**config.mk**
```make
export PLATFORM = sky130hd
export DESIGN_NAME = data_space_decoder
export DESIGN_NICKNAME = d
export VERILOG_FILES = /design/src/mem_map_pkg.sv /design/src/stack_if.sv /design/src/return_stack.sv /design/src/data_space_decoder.sv
export SDC_FILE = /design/constraint.sdc
export NUM_CORES = 1
export LEC_CHECK = 0
export ABC_AREA = 0
export BUFFER_PORTS_ARGS = -buffer_cell sky130_fd_sc_hd__buf_2
export CAP_MARGIN = 40
export CELL_PAD_IN_SITES_DETAIL_PLACEMENT = 1
export CELL_PAD_IN_SITES_GLOBAL_PLACEMENT = 1
export CORE_MARGIN = 4
export CORE_UTILIZATION = 31
export DETAILED_ROUTE_END_ITERATION = 12
export PLACE_DENSITY_LB_ADDON = 0.1
export SETUP_SLACK_MARGIN = 0.05
export SYNTH_ARGS = -nofsm -noshare
export SYNTH_HDL_FRONTEND = slang
export SYNTH_HIERARCHICAL = 1
export SYNTH_SLANG_ARGS = --single-unit
```
**constraint.sdc**
```tcl
create_clock -name ref_clk_in -period 11.2 [get_ports ref_clk_in]
set_input_delay 3.36 -clock ref_clk_in [delete_from_list [all_inputs] [get_ports ref_clk_in]]
set_output_delay 3.36 -clock ref_clk_in [all_outputs]
set_load 0.02 [all_outputs]
```
**src/mem_map_pkg.sv**
```systemverilog
// Constants for the data space decoder, window, bank select and return stack
// Notes on behaviour
// - Program counter is 12 bits, 000h-FFFh
// - Six-entry 12-bit return stack
// - Data 40h-7Fh reads program memory bytes
// - Window moves in aligned 64-byte steps
// - Window address is base bits over offset
// - Window base is write only, no reads
// - Base uses bits 5-0, ignores 7-6
// - Data 00h-3Fh is banked RAM/EEPROM area
// - Pointers at 80h-81h, short direct 82h-83h
// - Sixty bytes general RAM at 84h-BFh
// - Accumulator is data location FFh
// - NMI vector FFCh, reset FFEh, others FF0h-FF6h
// - Readout protection blocks external program reads
// - Bank select E8h: bit4 RAM2, bit1/0 EEPROM
// - Bank select kept over calls and interrupts
package mem_map_pkg;
	localparam int PC_W          = 12;
	localparam int DATA_AW       = 8;
	localparam int STACK_DEPTH   = 6;
	localparam int WIN_OFS_W     = 6;
	localparam int WIN_BASE_W    = 6;
	localparam logic [7:0] BANK_LO        = 8'h00;
	localparam logic [7:0] BANK_HI        = 8'h3F;
	localparam logic [7:0] WIN_LO         = 8'h40;
	localparam logic [7:0] WIN_HI         = 8'h7F;
	localparam logic [7:0] ADDR_PTR_FIRST = 8'h80;
	localparam logic [7:0] ADDR_PTR_SECOND= 8'h81;
	localparam logic [7:0] ADDR_SD_FIRST  = 8'h82;
	localparam logic [7:0] ADDR_SD_SECOND = 8'h83;
	localparam logic [7:0] RAM_LO         = 8'h84;
	localparam logic [7:0] RAM_HI         = 8'hBF;
	localparam logic [7:0] ADDR_WIN_BASE  = 8'hC9;
	localparam logic [7:0] ADDR_BANK_SEL  = 8'hE8;
	localparam logic [7:0] ADDR_ACC       = 8'hFF;
	localparam logic [7:0] PERIPH_LO      = 8'hC0;
	// One bit per address C0h-FFh, set where the location is reserved
	localparam logic [63:0] RSVD_MAP      = 64'h7FFF_FAF8_C000_8C88;
	localparam int BANK_RAM2_BIT  = 4;
	localparam int BANK_EE1_BIT   = 1;
	localparam int BANK_EE0_BIT   = 0;
	localparam logic [11:0] VEC_IRQ_BASE  = 12'hFF0;
	localparam logic [11:0] VEC_NMI       = 12'hFFC;
	localparam logic [11:0] VEC_RESET     = 12'hFFE;
	localparam logic [7:0]  UNDEF_DATA    = 8'hFF;
	typedef enum logic [2:0] {
		REG_BANK, REG_WIN, REG_CORE, REG_RAM, REG_PERIPH, REG_NONE
	} region_t;
	typedef enum logic [1:0] {
		STK_NONE, STK_PUSH, STK_POP
	} stack_op_t;
endpackage

```
**src/stack_if.sv**
```systemverilog
// Push/pop carrier between the decoder top and its return stack
`timescale 1ns/10ps
interface stack_if;
	import mem_map_pkg::*;
	logic              push;
	logic              pop;
	logic [PC_W-1:0]   push_addr;
	logic [PC_W-1:0]   top_addr;
	logic [2:0]        level;
	modport owner (output push, output pop, output push_addr, input top_addr, input level);
	modport stack (input push, input pop, input push_addr, output top_addr, output level);
endinterface

```
**src/return_stack.sv**
```systemverilog
// Six-level return address stack, top entry read from a register
`timescale 1ns/10ps
module return_stack
	import mem_map_pkg::*;
#(
	parameter int DEPTH = STACK_DEPTH
)(
	input  wire logic ref_clk_in,
	input  wire logic srst_in,
	stack_if.stack    stk
);
	logic [PC_W-1:0] mem_r [DEPTH];
	logic [2:0]      lvl_r;
	logic [PC_W-1:0] top_r;

	// Overflow drops the oldest entry, like a hardware stack with no trap
	always_ff @(posedge ref_clk_in)
	begin
		if (stk.push)
		begin
			for (int i = DEPTH-1; i > 0; i--)
				mem_r[i] <= mem_r[i-1];
			mem_r[0] <= stk.push_addr;
		end
		else if (stk.pop)
		begin
			for (int i = 0; i < DEPTH-1; i++)
				mem_r[i] <= mem_r[i+1];
		end
	end

	always_ff @(posedge ref_clk_in)
	begin
		if (srst_in)
			lvl_r <= 3'h0;
		else if (stk.push && lvl_r != 3'(DEPTH))
			lvl_r <= lvl_r + 3'h1;
		else if (stk.pop && !stk.push && lvl_r != 3'h0)
			lvl_r <= lvl_r - 3'h1;
	end

	always_ff @(posedge ref_clk_in)
	begin
		if (srst_in)
			top_r <= 12'h000;
		else if (stk.push)
			top_r <= stk.push_addr;
		else if (stk.pop)
			top_r <= mem_r[1];
	end

	assign stk.top_addr = top_r;
	assign stk.level    = lvl_r;
endmodule

```
**src/data_space_decoder.sv**
```systemverilog
// Program counter, vectors, data space decode, window base and bank select
`timescale 1ns/10ps
module data_space_decoder
	import mem_map_pkg::*;
(
	input  wire logic               ref_clk_in,
	input  wire logic               srst_in,
	input  wire logic               pc_load_in,
	input  wire logic [PC_W-1:0]    pc_target_in,
	input  wire logic               pc_inc_in,
	input  wire logic               call_in,
	input  wire logic               ret_in,
	input  wire logic               nmi_take_in,
	input  wire logic               irq_take_in,
	input  wire logic [1:0]         irq_num_in,
	input  wire logic               data_rd_in,
	input  wire logic               data_wr_in,
	input  wire logic [DATA_AW-1:0] data_addr_in,
	input  wire logic [7:0]         data_wdata_in,
	input  wire logic [7:0]         prog_rdata_in,
	input  wire logic [7:0]         bank_rdata_in,
	input  wire logic [7:0]         ram_rdata_in,
	input  wire logic [7:0]         periph_rdata_in,
	input  wire logic               readout_protect_in,
	input  wire logic               ext_read_req_in,
	input  wire logic [PC_W-1:0]    ext_read_addr_in,
	output logic [PC_W-1:0]         pc_out,
	output logic [PC_W-1:0]         prog_addr_out,
	output logic [7:0]              data_rdata_out,
	output logic                    bank_ram2_sel_out,
	output logic                    bank_ee1_sel_out,
	output logic                    bank_ee0_sel_out,
	output logic                    bank_access_out,
	output logic                    ram_access_out,
	output logic                    periph_access_out,
	output logic                    ext_read_valid_out,
	output logic [7:0]              ext_read_data_out,
	output logic [2:0]              stack_level_out
);
	stack_if stk ();

	return_stack #(.DEPTH(STACK_DEPTH)) u_stack
	(
		.ref_clk_in (ref_clk_in),
		.srst_in    (srst_in),
		.stk        (stk)
	);

	logic [PC_W-1:0]       pc_r;
	logic [PC_W-1:0]       pc_nxt;
	logic [WIN_BASE_W-1:0] win_base_r;
	logic [7:0]            bank_sel_r;
	logic [7:0]            ptr_first_r;
	logic [7:0]            ptr_second_r;
	logic [7:0]            sd_first_r;
	logic [7:0]            sd_second_r;
	logic [7:0]            acc_r;
	logic [7:0]            rdata_r;
	logic [PC_W-1:0]       prog_addr_r;
	logic                  ext_valid_r;
	logic [7:0]            ext_data_r;
	logic                  ext_pend_r;
	logic                  bank_acc_r;
	logic                  ram_acc_r;
	logic                  periph_acc_r;
	region_t               region;
	logic                  rd_pend_r;
	region_t               rd_region_r;
	logic [7:0]            core_rd;

	// Address region decode
	always_comb
	begin
		if (data_addr_in <= BANK_HI)
			region = REG_BANK;
		else if (data_addr_in <= WIN_HI)
			region = REG_WIN;
		else if (data_addr_in < RAM_LO)
			region = REG_CORE;
		else if (data_addr_in <= RAM_HI)
			region = REG_RAM;
		else if (data_addr_in == ADDR_ACC)
			region = REG_CORE;
		else if (data_addr_in >= PERIPH_LO)
			// Reserved holes get no peripheral strobe, so writes there do nothing
			region = RSVD_MAP[data_addr_in[5:0]] ? REG_NONE : REG_PERIPH;
		else
			region = REG_NONE;
	end

	// Next program counter, vectors first
	always_comb
	begin
		if (nmi_take_in)
			pc_nxt = VEC_NMI;
		else if (irq_take_in)
			pc_nxt = VEC_IRQ_BASE + PC_W'({irq_num_in, 1'b0});
		else if (ret_in)
			pc_nxt = stk.top_addr;
		else if (pc_load_in || call_in)
			pc_nxt = pc_target_in;
		else if (pc_inc_in)
			pc_nxt = pc_r + 12'h001;
		else
			pc_nxt = pc_r;
	end

	always_ff @(posedge ref_clk_in)
	begin
		if (srst_in)
			pc_r <= VEC_RESET;
		else
			pc_r <= pc_nxt;
	end

	// Calls and taken interrupts save the return address
	assign stk.push      = !srst_in && (call_in || nmi_take_in || irq_take_in);
	assign stk.pop       = !srst_in && ret_in;
	assign stk.push_addr = pc_r + 12'h001;

	// Window base: no reset value on purpose, it is undefined until written
	always_ff @(posedge ref_clk_in)
	begin
		if (data_wr_in && data_addr_in == ADDR_WIN_BASE)
			win_base_r <= data_wdata_in[WIN_BASE_W-1:0];
	end

	// Bank select is only touched by writes, never by calls or interrupts
	always_ff @(posedge ref_clk_in)
	begin
		if (data_wr_in && data_addr_in == ADDR_BANK_SEL)
			bank_sel_r <= data_wdata_in;
	end

	always_ff @(posedge ref_clk_in)
	begin
		if (data_wr_in)
		begin
			case (data_addr_in)
				ADDR_PTR_FIRST:  ptr_first_r  <= data_wdata_in;
				ADDR_PTR_SECOND: ptr_second_r <= data_wdata_in;
				ADDR_SD_FIRST:   sd_first_r   <= data_wdata_in;
				ADDR_SD_SECOND:  sd_second_r  <= data_wdata_in;
				ADDR_ACC:        acc_r        <= data_wdata_in;
				default:         ;
			endcase
		end
	end

	always_comb
	begin
		case (data_addr_in)
			ADDR_PTR_FIRST:  core_rd = ptr_first_r;
			ADDR_PTR_SECOND: core_rd = ptr_second_r;
			ADDR_SD_FIRST:   core_rd = sd_first_r;
			ADDR_SD_SECOND:  core_rd = sd_second_r;
			ADDR_ACC:        core_rd = acc_r;
			default:         core_rd = UNDEF_DATA;
		endcase
	end

	// Program address mux: window reads use the current base, so a base write
	// is seen by the very next access with no wait added
	always_ff @(posedge ref_clk_in)
	begin
		if (srst_in)
			prog_addr_r <= VEC_RESET;
		else if (data_rd_in && region == REG_WIN)
			prog_addr_r <= {win_base_r, data_addr_in[WIN_OFS_W-1:0]};
		else if (ext_read_req_in)
			prog_addr_r <= ext_read_addr_in;
		else
			prog_addr_r <= pc_nxt;
	end

	always_ff @(posedge ref_clk_in)
	begin
		if (srst_in)
		begin
			rd_pend_r   <= 1'b0;
			rd_region_r <= REG_NONE;
		end
		else
		begin
			rd_pend_r   <= data_rd_in;
			rd_region_r <= region;
		end
	end

	// Read data return; window and bank data arrive one cycle after the address
	always_ff @(posedge ref_clk_in)
	begin
		if (srst_in)
			rdata_r <= 8'h00;
		else if (data_rd_in && region == REG_CORE)
			rdata_r <= core_rd;
		else if (data_rd_in && region == REG_NONE)
			rdata_r <= UNDEF_DATA;
		else if (rd_pend_r)
		begin
			case (rd_region_r)
				REG_WIN:    rdata_r <= prog_rdata_in;
				REG_BANK:   rdata_r <= bank_rdata_in;
				REG_RAM:    rdata_r <= ram_rdata_in;
				REG_PERIPH: rdata_r <= periph_rdata_in;
				default:    ;
			endcase
		end
	end

	always_ff @(posedge ref_clk_in)
	begin
		if (srst_in)
		begin
			bank_acc_r   <= 1'b0;
			ram_acc_r    <= 1'b0;
			periph_acc_r <= 1'b0;
		end
		else
		begin
			bank_acc_r   <= (data_rd_in || data_wr_in) && region == REG_BANK;
			ram_acc_r    <= (data_rd_in || data_wr_in) && region == REG_RAM;
			periph_acc_r <= (data_rd_in || data_wr_in) && region == REG_PERIPH
				&& data_addr_in != ADDR_WIN_BASE && data_addr_in != ADDR_BANK_SEL;
		end
	end

	// External readout: blocked while protection is on
	always_ff @(posedge ref_clk_in)
	begin
		if (srst_in)
		begin
			ext_pend_r  <= 1'b0;
			ext_valid_r <= 1'b0;
			ext_data_r  <= 8'h00;
		end
		else
		begin
			ext_pend_r  <= ext_read_req_in && !readout_protect_in
				&& !(data_rd_in && region == REG_WIN);
			ext_valid_r <= ext_pend_r;
			ext_data_r  <= ext_pend_r ? prog_rdata_in : 8'h00;
		end
	end

	assign pc_out             = pc_r;
	assign prog_addr_out      = prog_addr_r;
	assign data_rdata_out     = rdata_r;
	assign bank_ram2_sel_out  = bank_sel_r[BANK_RAM2_BIT];
	assign bank_ee1_sel_out   = bank_sel_r[BANK_EE1_BIT];
	assign bank_ee0_sel_out   = bank_sel_r[BANK_EE0_BIT];
	assign bank_access_out    = bank_acc_r;
	assign ram_access_out     = ram_acc_r;
	assign periph_access_out  = periph_acc_r;
	assign ext_read_valid_out = ext_valid_r;
	assign ext_read_data_out  = ext_data_r;
	assign stack_level_out    = stk.level;
endmodule

```
==> qor.yml <==
run_status:
  status: "finished clean"
synth:
  synth_async_sr_flop_share_pct: 0
  synth_simple_gate_area_share_pct: 10.73
  synth_edf_count: 121
  ys.flop_type: "edfxtp_1"
  synth-seq-cells: 185
  synth_top_area_cell: "edfxtp_1"
  syn_nets: 760
  postSynthAreaPerCell_um2: 12.72
  synth.top_cell.area_share_pct: 42.51
  synth.area.top_cells: "edfxtp_1 43%, dfxtp_1 15%, mux2_2 9.0%, mux2i_1 3.5%, nor2_1 2.5%"
  synth_top_family_by_area: "multiplexers"
  ys_types: 66
  synth_cells: 672
  yosysWarnings: 6
  synth_xor_area_share_pct: 1.947
  muxShareOfSynthArea_pct: 16.33
  yosys.area_share.adder_pct: 0.3806
  seq_area_frac_synth_pct: 57.49
  syn_area_um2: 8548
  synth_compound_area_share_pct: 9.236
grt:
  grt_pass1_vias: 6249
  grt_max_degree: 61
  grt.overflow.total: 0
  grt_pass1_wl_mm: 36.59
  grt_use_total_pct: 15.41
  antenna_found_initial: 2
critical_path:
  required_ns: 11.39
  worstPathArrival_ns: 5.89
  crit_chain: "buf_2 -> or2_2 -> nor2_1 -> nor2_4 -> buf_4 -> nor2b_4 -> buf_4 -> mux2_2"
  max_stage_delay_ns: 0.59
  crit_slowest_cell: "buf_4"
  cp_max_fo: 48
  cp-start-kind: "input pin"
  ff2ff_path_depth: 6
  critPathKind: "input pin to flip-flop"
  crit_path_frequent_cell: "buf_4"
  endpoint_kind: "flip-flop"
placement:
  gp_congestion: 0.7928
  dp_hpwl_mm: 16.82
  pre_cts_ws_ns: 5.015
  numPortBuffers: 135
  postPlaceCellArea_um2: 9462
finish:
  multiInputGateArea_um2: 3317
  final_cell_mix: "136 x buf_2, 121 x edfxtp_1, 68 x mux2_2, 64 x dfxtp_1, 56 x nor2_1"
  regArea_um2: 4915
  area_growth_pct: 17.36
  layout_commonest_cell: "buf_2"
  layout-drive-gt1-share_pct: 34.50
  fillers: 2943
  antenna_cells: 0
  stdcell_area_um2: 10030
  fin_nets: 879
pwr:
  ir_drop_mv: 0.09066
  power_density_nw_per_um2: 157.7
  p_leak_nw: 3.709
sta:
  max_slew_margin_pct: 46.17
  min_period_over_period_pct: 50.89
  hold_viol: 0
  setup_violations: 0
  fmax_ghz: 0.1755
  skew_ns: 0.01997
  fin_setup_tns_ns: 0
  rsz0062_at_grt: "no"
  hold_ws_ns: 0.4519
  slew_violations: 0
  fin_ws_ns: 5.500
  period_needed_ns: 5.700
  tightest_slew_ns: 0.7871
routing:
  vias: 5713
  routed_wl_mm: 22.97
  antenna_left: 0
  viasPerCell: 4.994
  drt_pass1_iterations: 4
  remaining_drc_errors: 0
  wl_per_cell_um: 20.08
  drtIter0Drc: 288
floorplan:
  die_x_um: 174.1
  io_pins: 136
  rows: 60
  dieArea_um2: 30300
  dieHeight_um: 174.1
  core_um2: 27030
  initial_core_util_pct: 31.63
cts:
  cts.sinks: 185
  clk-insertion-delay-late_ns: 0.44
  cts_resized: 0
  root_buffer: "clkbuf_16"
  clk_pin_slew_ns: 0.07
  cts_tree: "yes"
  cts_max_level: 4
  post_cts_buffers: 0
  holdBufCountCts: 0
  clk_path_buf_depth: 2
  cts_buffers: 17
job:
  cap_violations: 0
min_path:
  min_path_type: "flip-flop to flip-flop"
  min_path_cells: 0
[kinds of logic after synthesis]
kind of cell | after synthesis
and+or+nand+nor | 179
AOI/OAI and AO/OA | 110
xor gates and xnor gates | 19
buffers and inverters | 58
muxes | 119
DFF | 185
adders and majority gates | 2
[final timing paths]
path / start / to / slack, ns
worst min-delay path: u_stack/mem_r[0][50]$_DFFE_PP_ / u_stack/mem_r[0][62]$_DFFE_PP_ / 0.45
worst max-delay path: irq_take_in / u_stack/mem_r[0][57]$_DFFE_PP_ / 5.50
worst max register to register: pc_out[0]$_SDFF_PP0_ / prog_addr_out[6]$_SDFF_PP1_ / 8.60
worst min register to register: u_stack/mem_r[0][50]$_DFFE_PP_ / u_stack/mem_r[0][62]$_DFFE_PP_ / 0.45
[cells in the mapped netlist, drive strengths merged (5+ instances only)]
library cell,count
inv,12
nor4,6
mux4,8
clkbuf,16
nand2,38
buf,30
nor3,20
mux2,81
nand3,9
a21o,5
o2bb2ai,8
or3,7
xnor2,10
a21oi,19
dfxtp,64
o21ai,35
a221oi,12
a211o,6
nor2,59
mux2i,30
xor2,9
nand2b,6
edfxtp,121
and2,9
nand4,7
a31oi,5
[area by class of cell]
| cell class | instances | share of cell area, % |
|---|---|---|
| Multi-Input combinational cell | 429 | 33.06 |
| Timing Repair Buffer | 146 | 7.558 |
| Clock inverter | 14 | 1.447 |
| Tap cell | 341 | 4.253 |
| Sequential cell | 185 | 48.99 |
| Clock buffer | 17 | 4.240 |
| Inverter | 12 | 0.4490 |
[power breakdown]
part	switching, mW	internal [mW]
clock	0.300	0.299
combinational	0.102	0.0775
sequential	0.0303	0.773
total	0.432	1.15
[per-layer routing]
metal,vias up,wire length (um),global-route usage (%)
met5,-,13,0
met4,2,176,3.266
met3,14,897,3.219
met2,124,11440,26.03
met1,2828,10440,20.55
li1,2745,-,-
[registers in the layout, summed over array words and instances, names as in the netlist, 12 cells and up]
signal	flops
u_stack/stk.top_addr	12
u_stack/mem_r	72
prog_addr_out	12
pc_out	12
[stage by stage]
stage / power, mW / instances / utilization (%)
4_1_cts: 1.605 / 1144 / 37.12
6_report: 1.582 / 1144 / 37.12
3_3_place_gp: 0.9960 / 1110 / 34.93
3_5_place_dp: 1.002 / 1113 / 35.01
5_1_grt: 1.658 / 1144 / 37.12
2_1_floorplan: 0.9324 / 672 / -
[critical path, delay by kind of cell]
family / cells / cell delay, ns
and+or+nand+nor: 4 / 1.05
muxes: 1 / 0.40
buffers and inverters: 3 / 1.02
No activity file was read; power rests on OpenSTA's default activity.
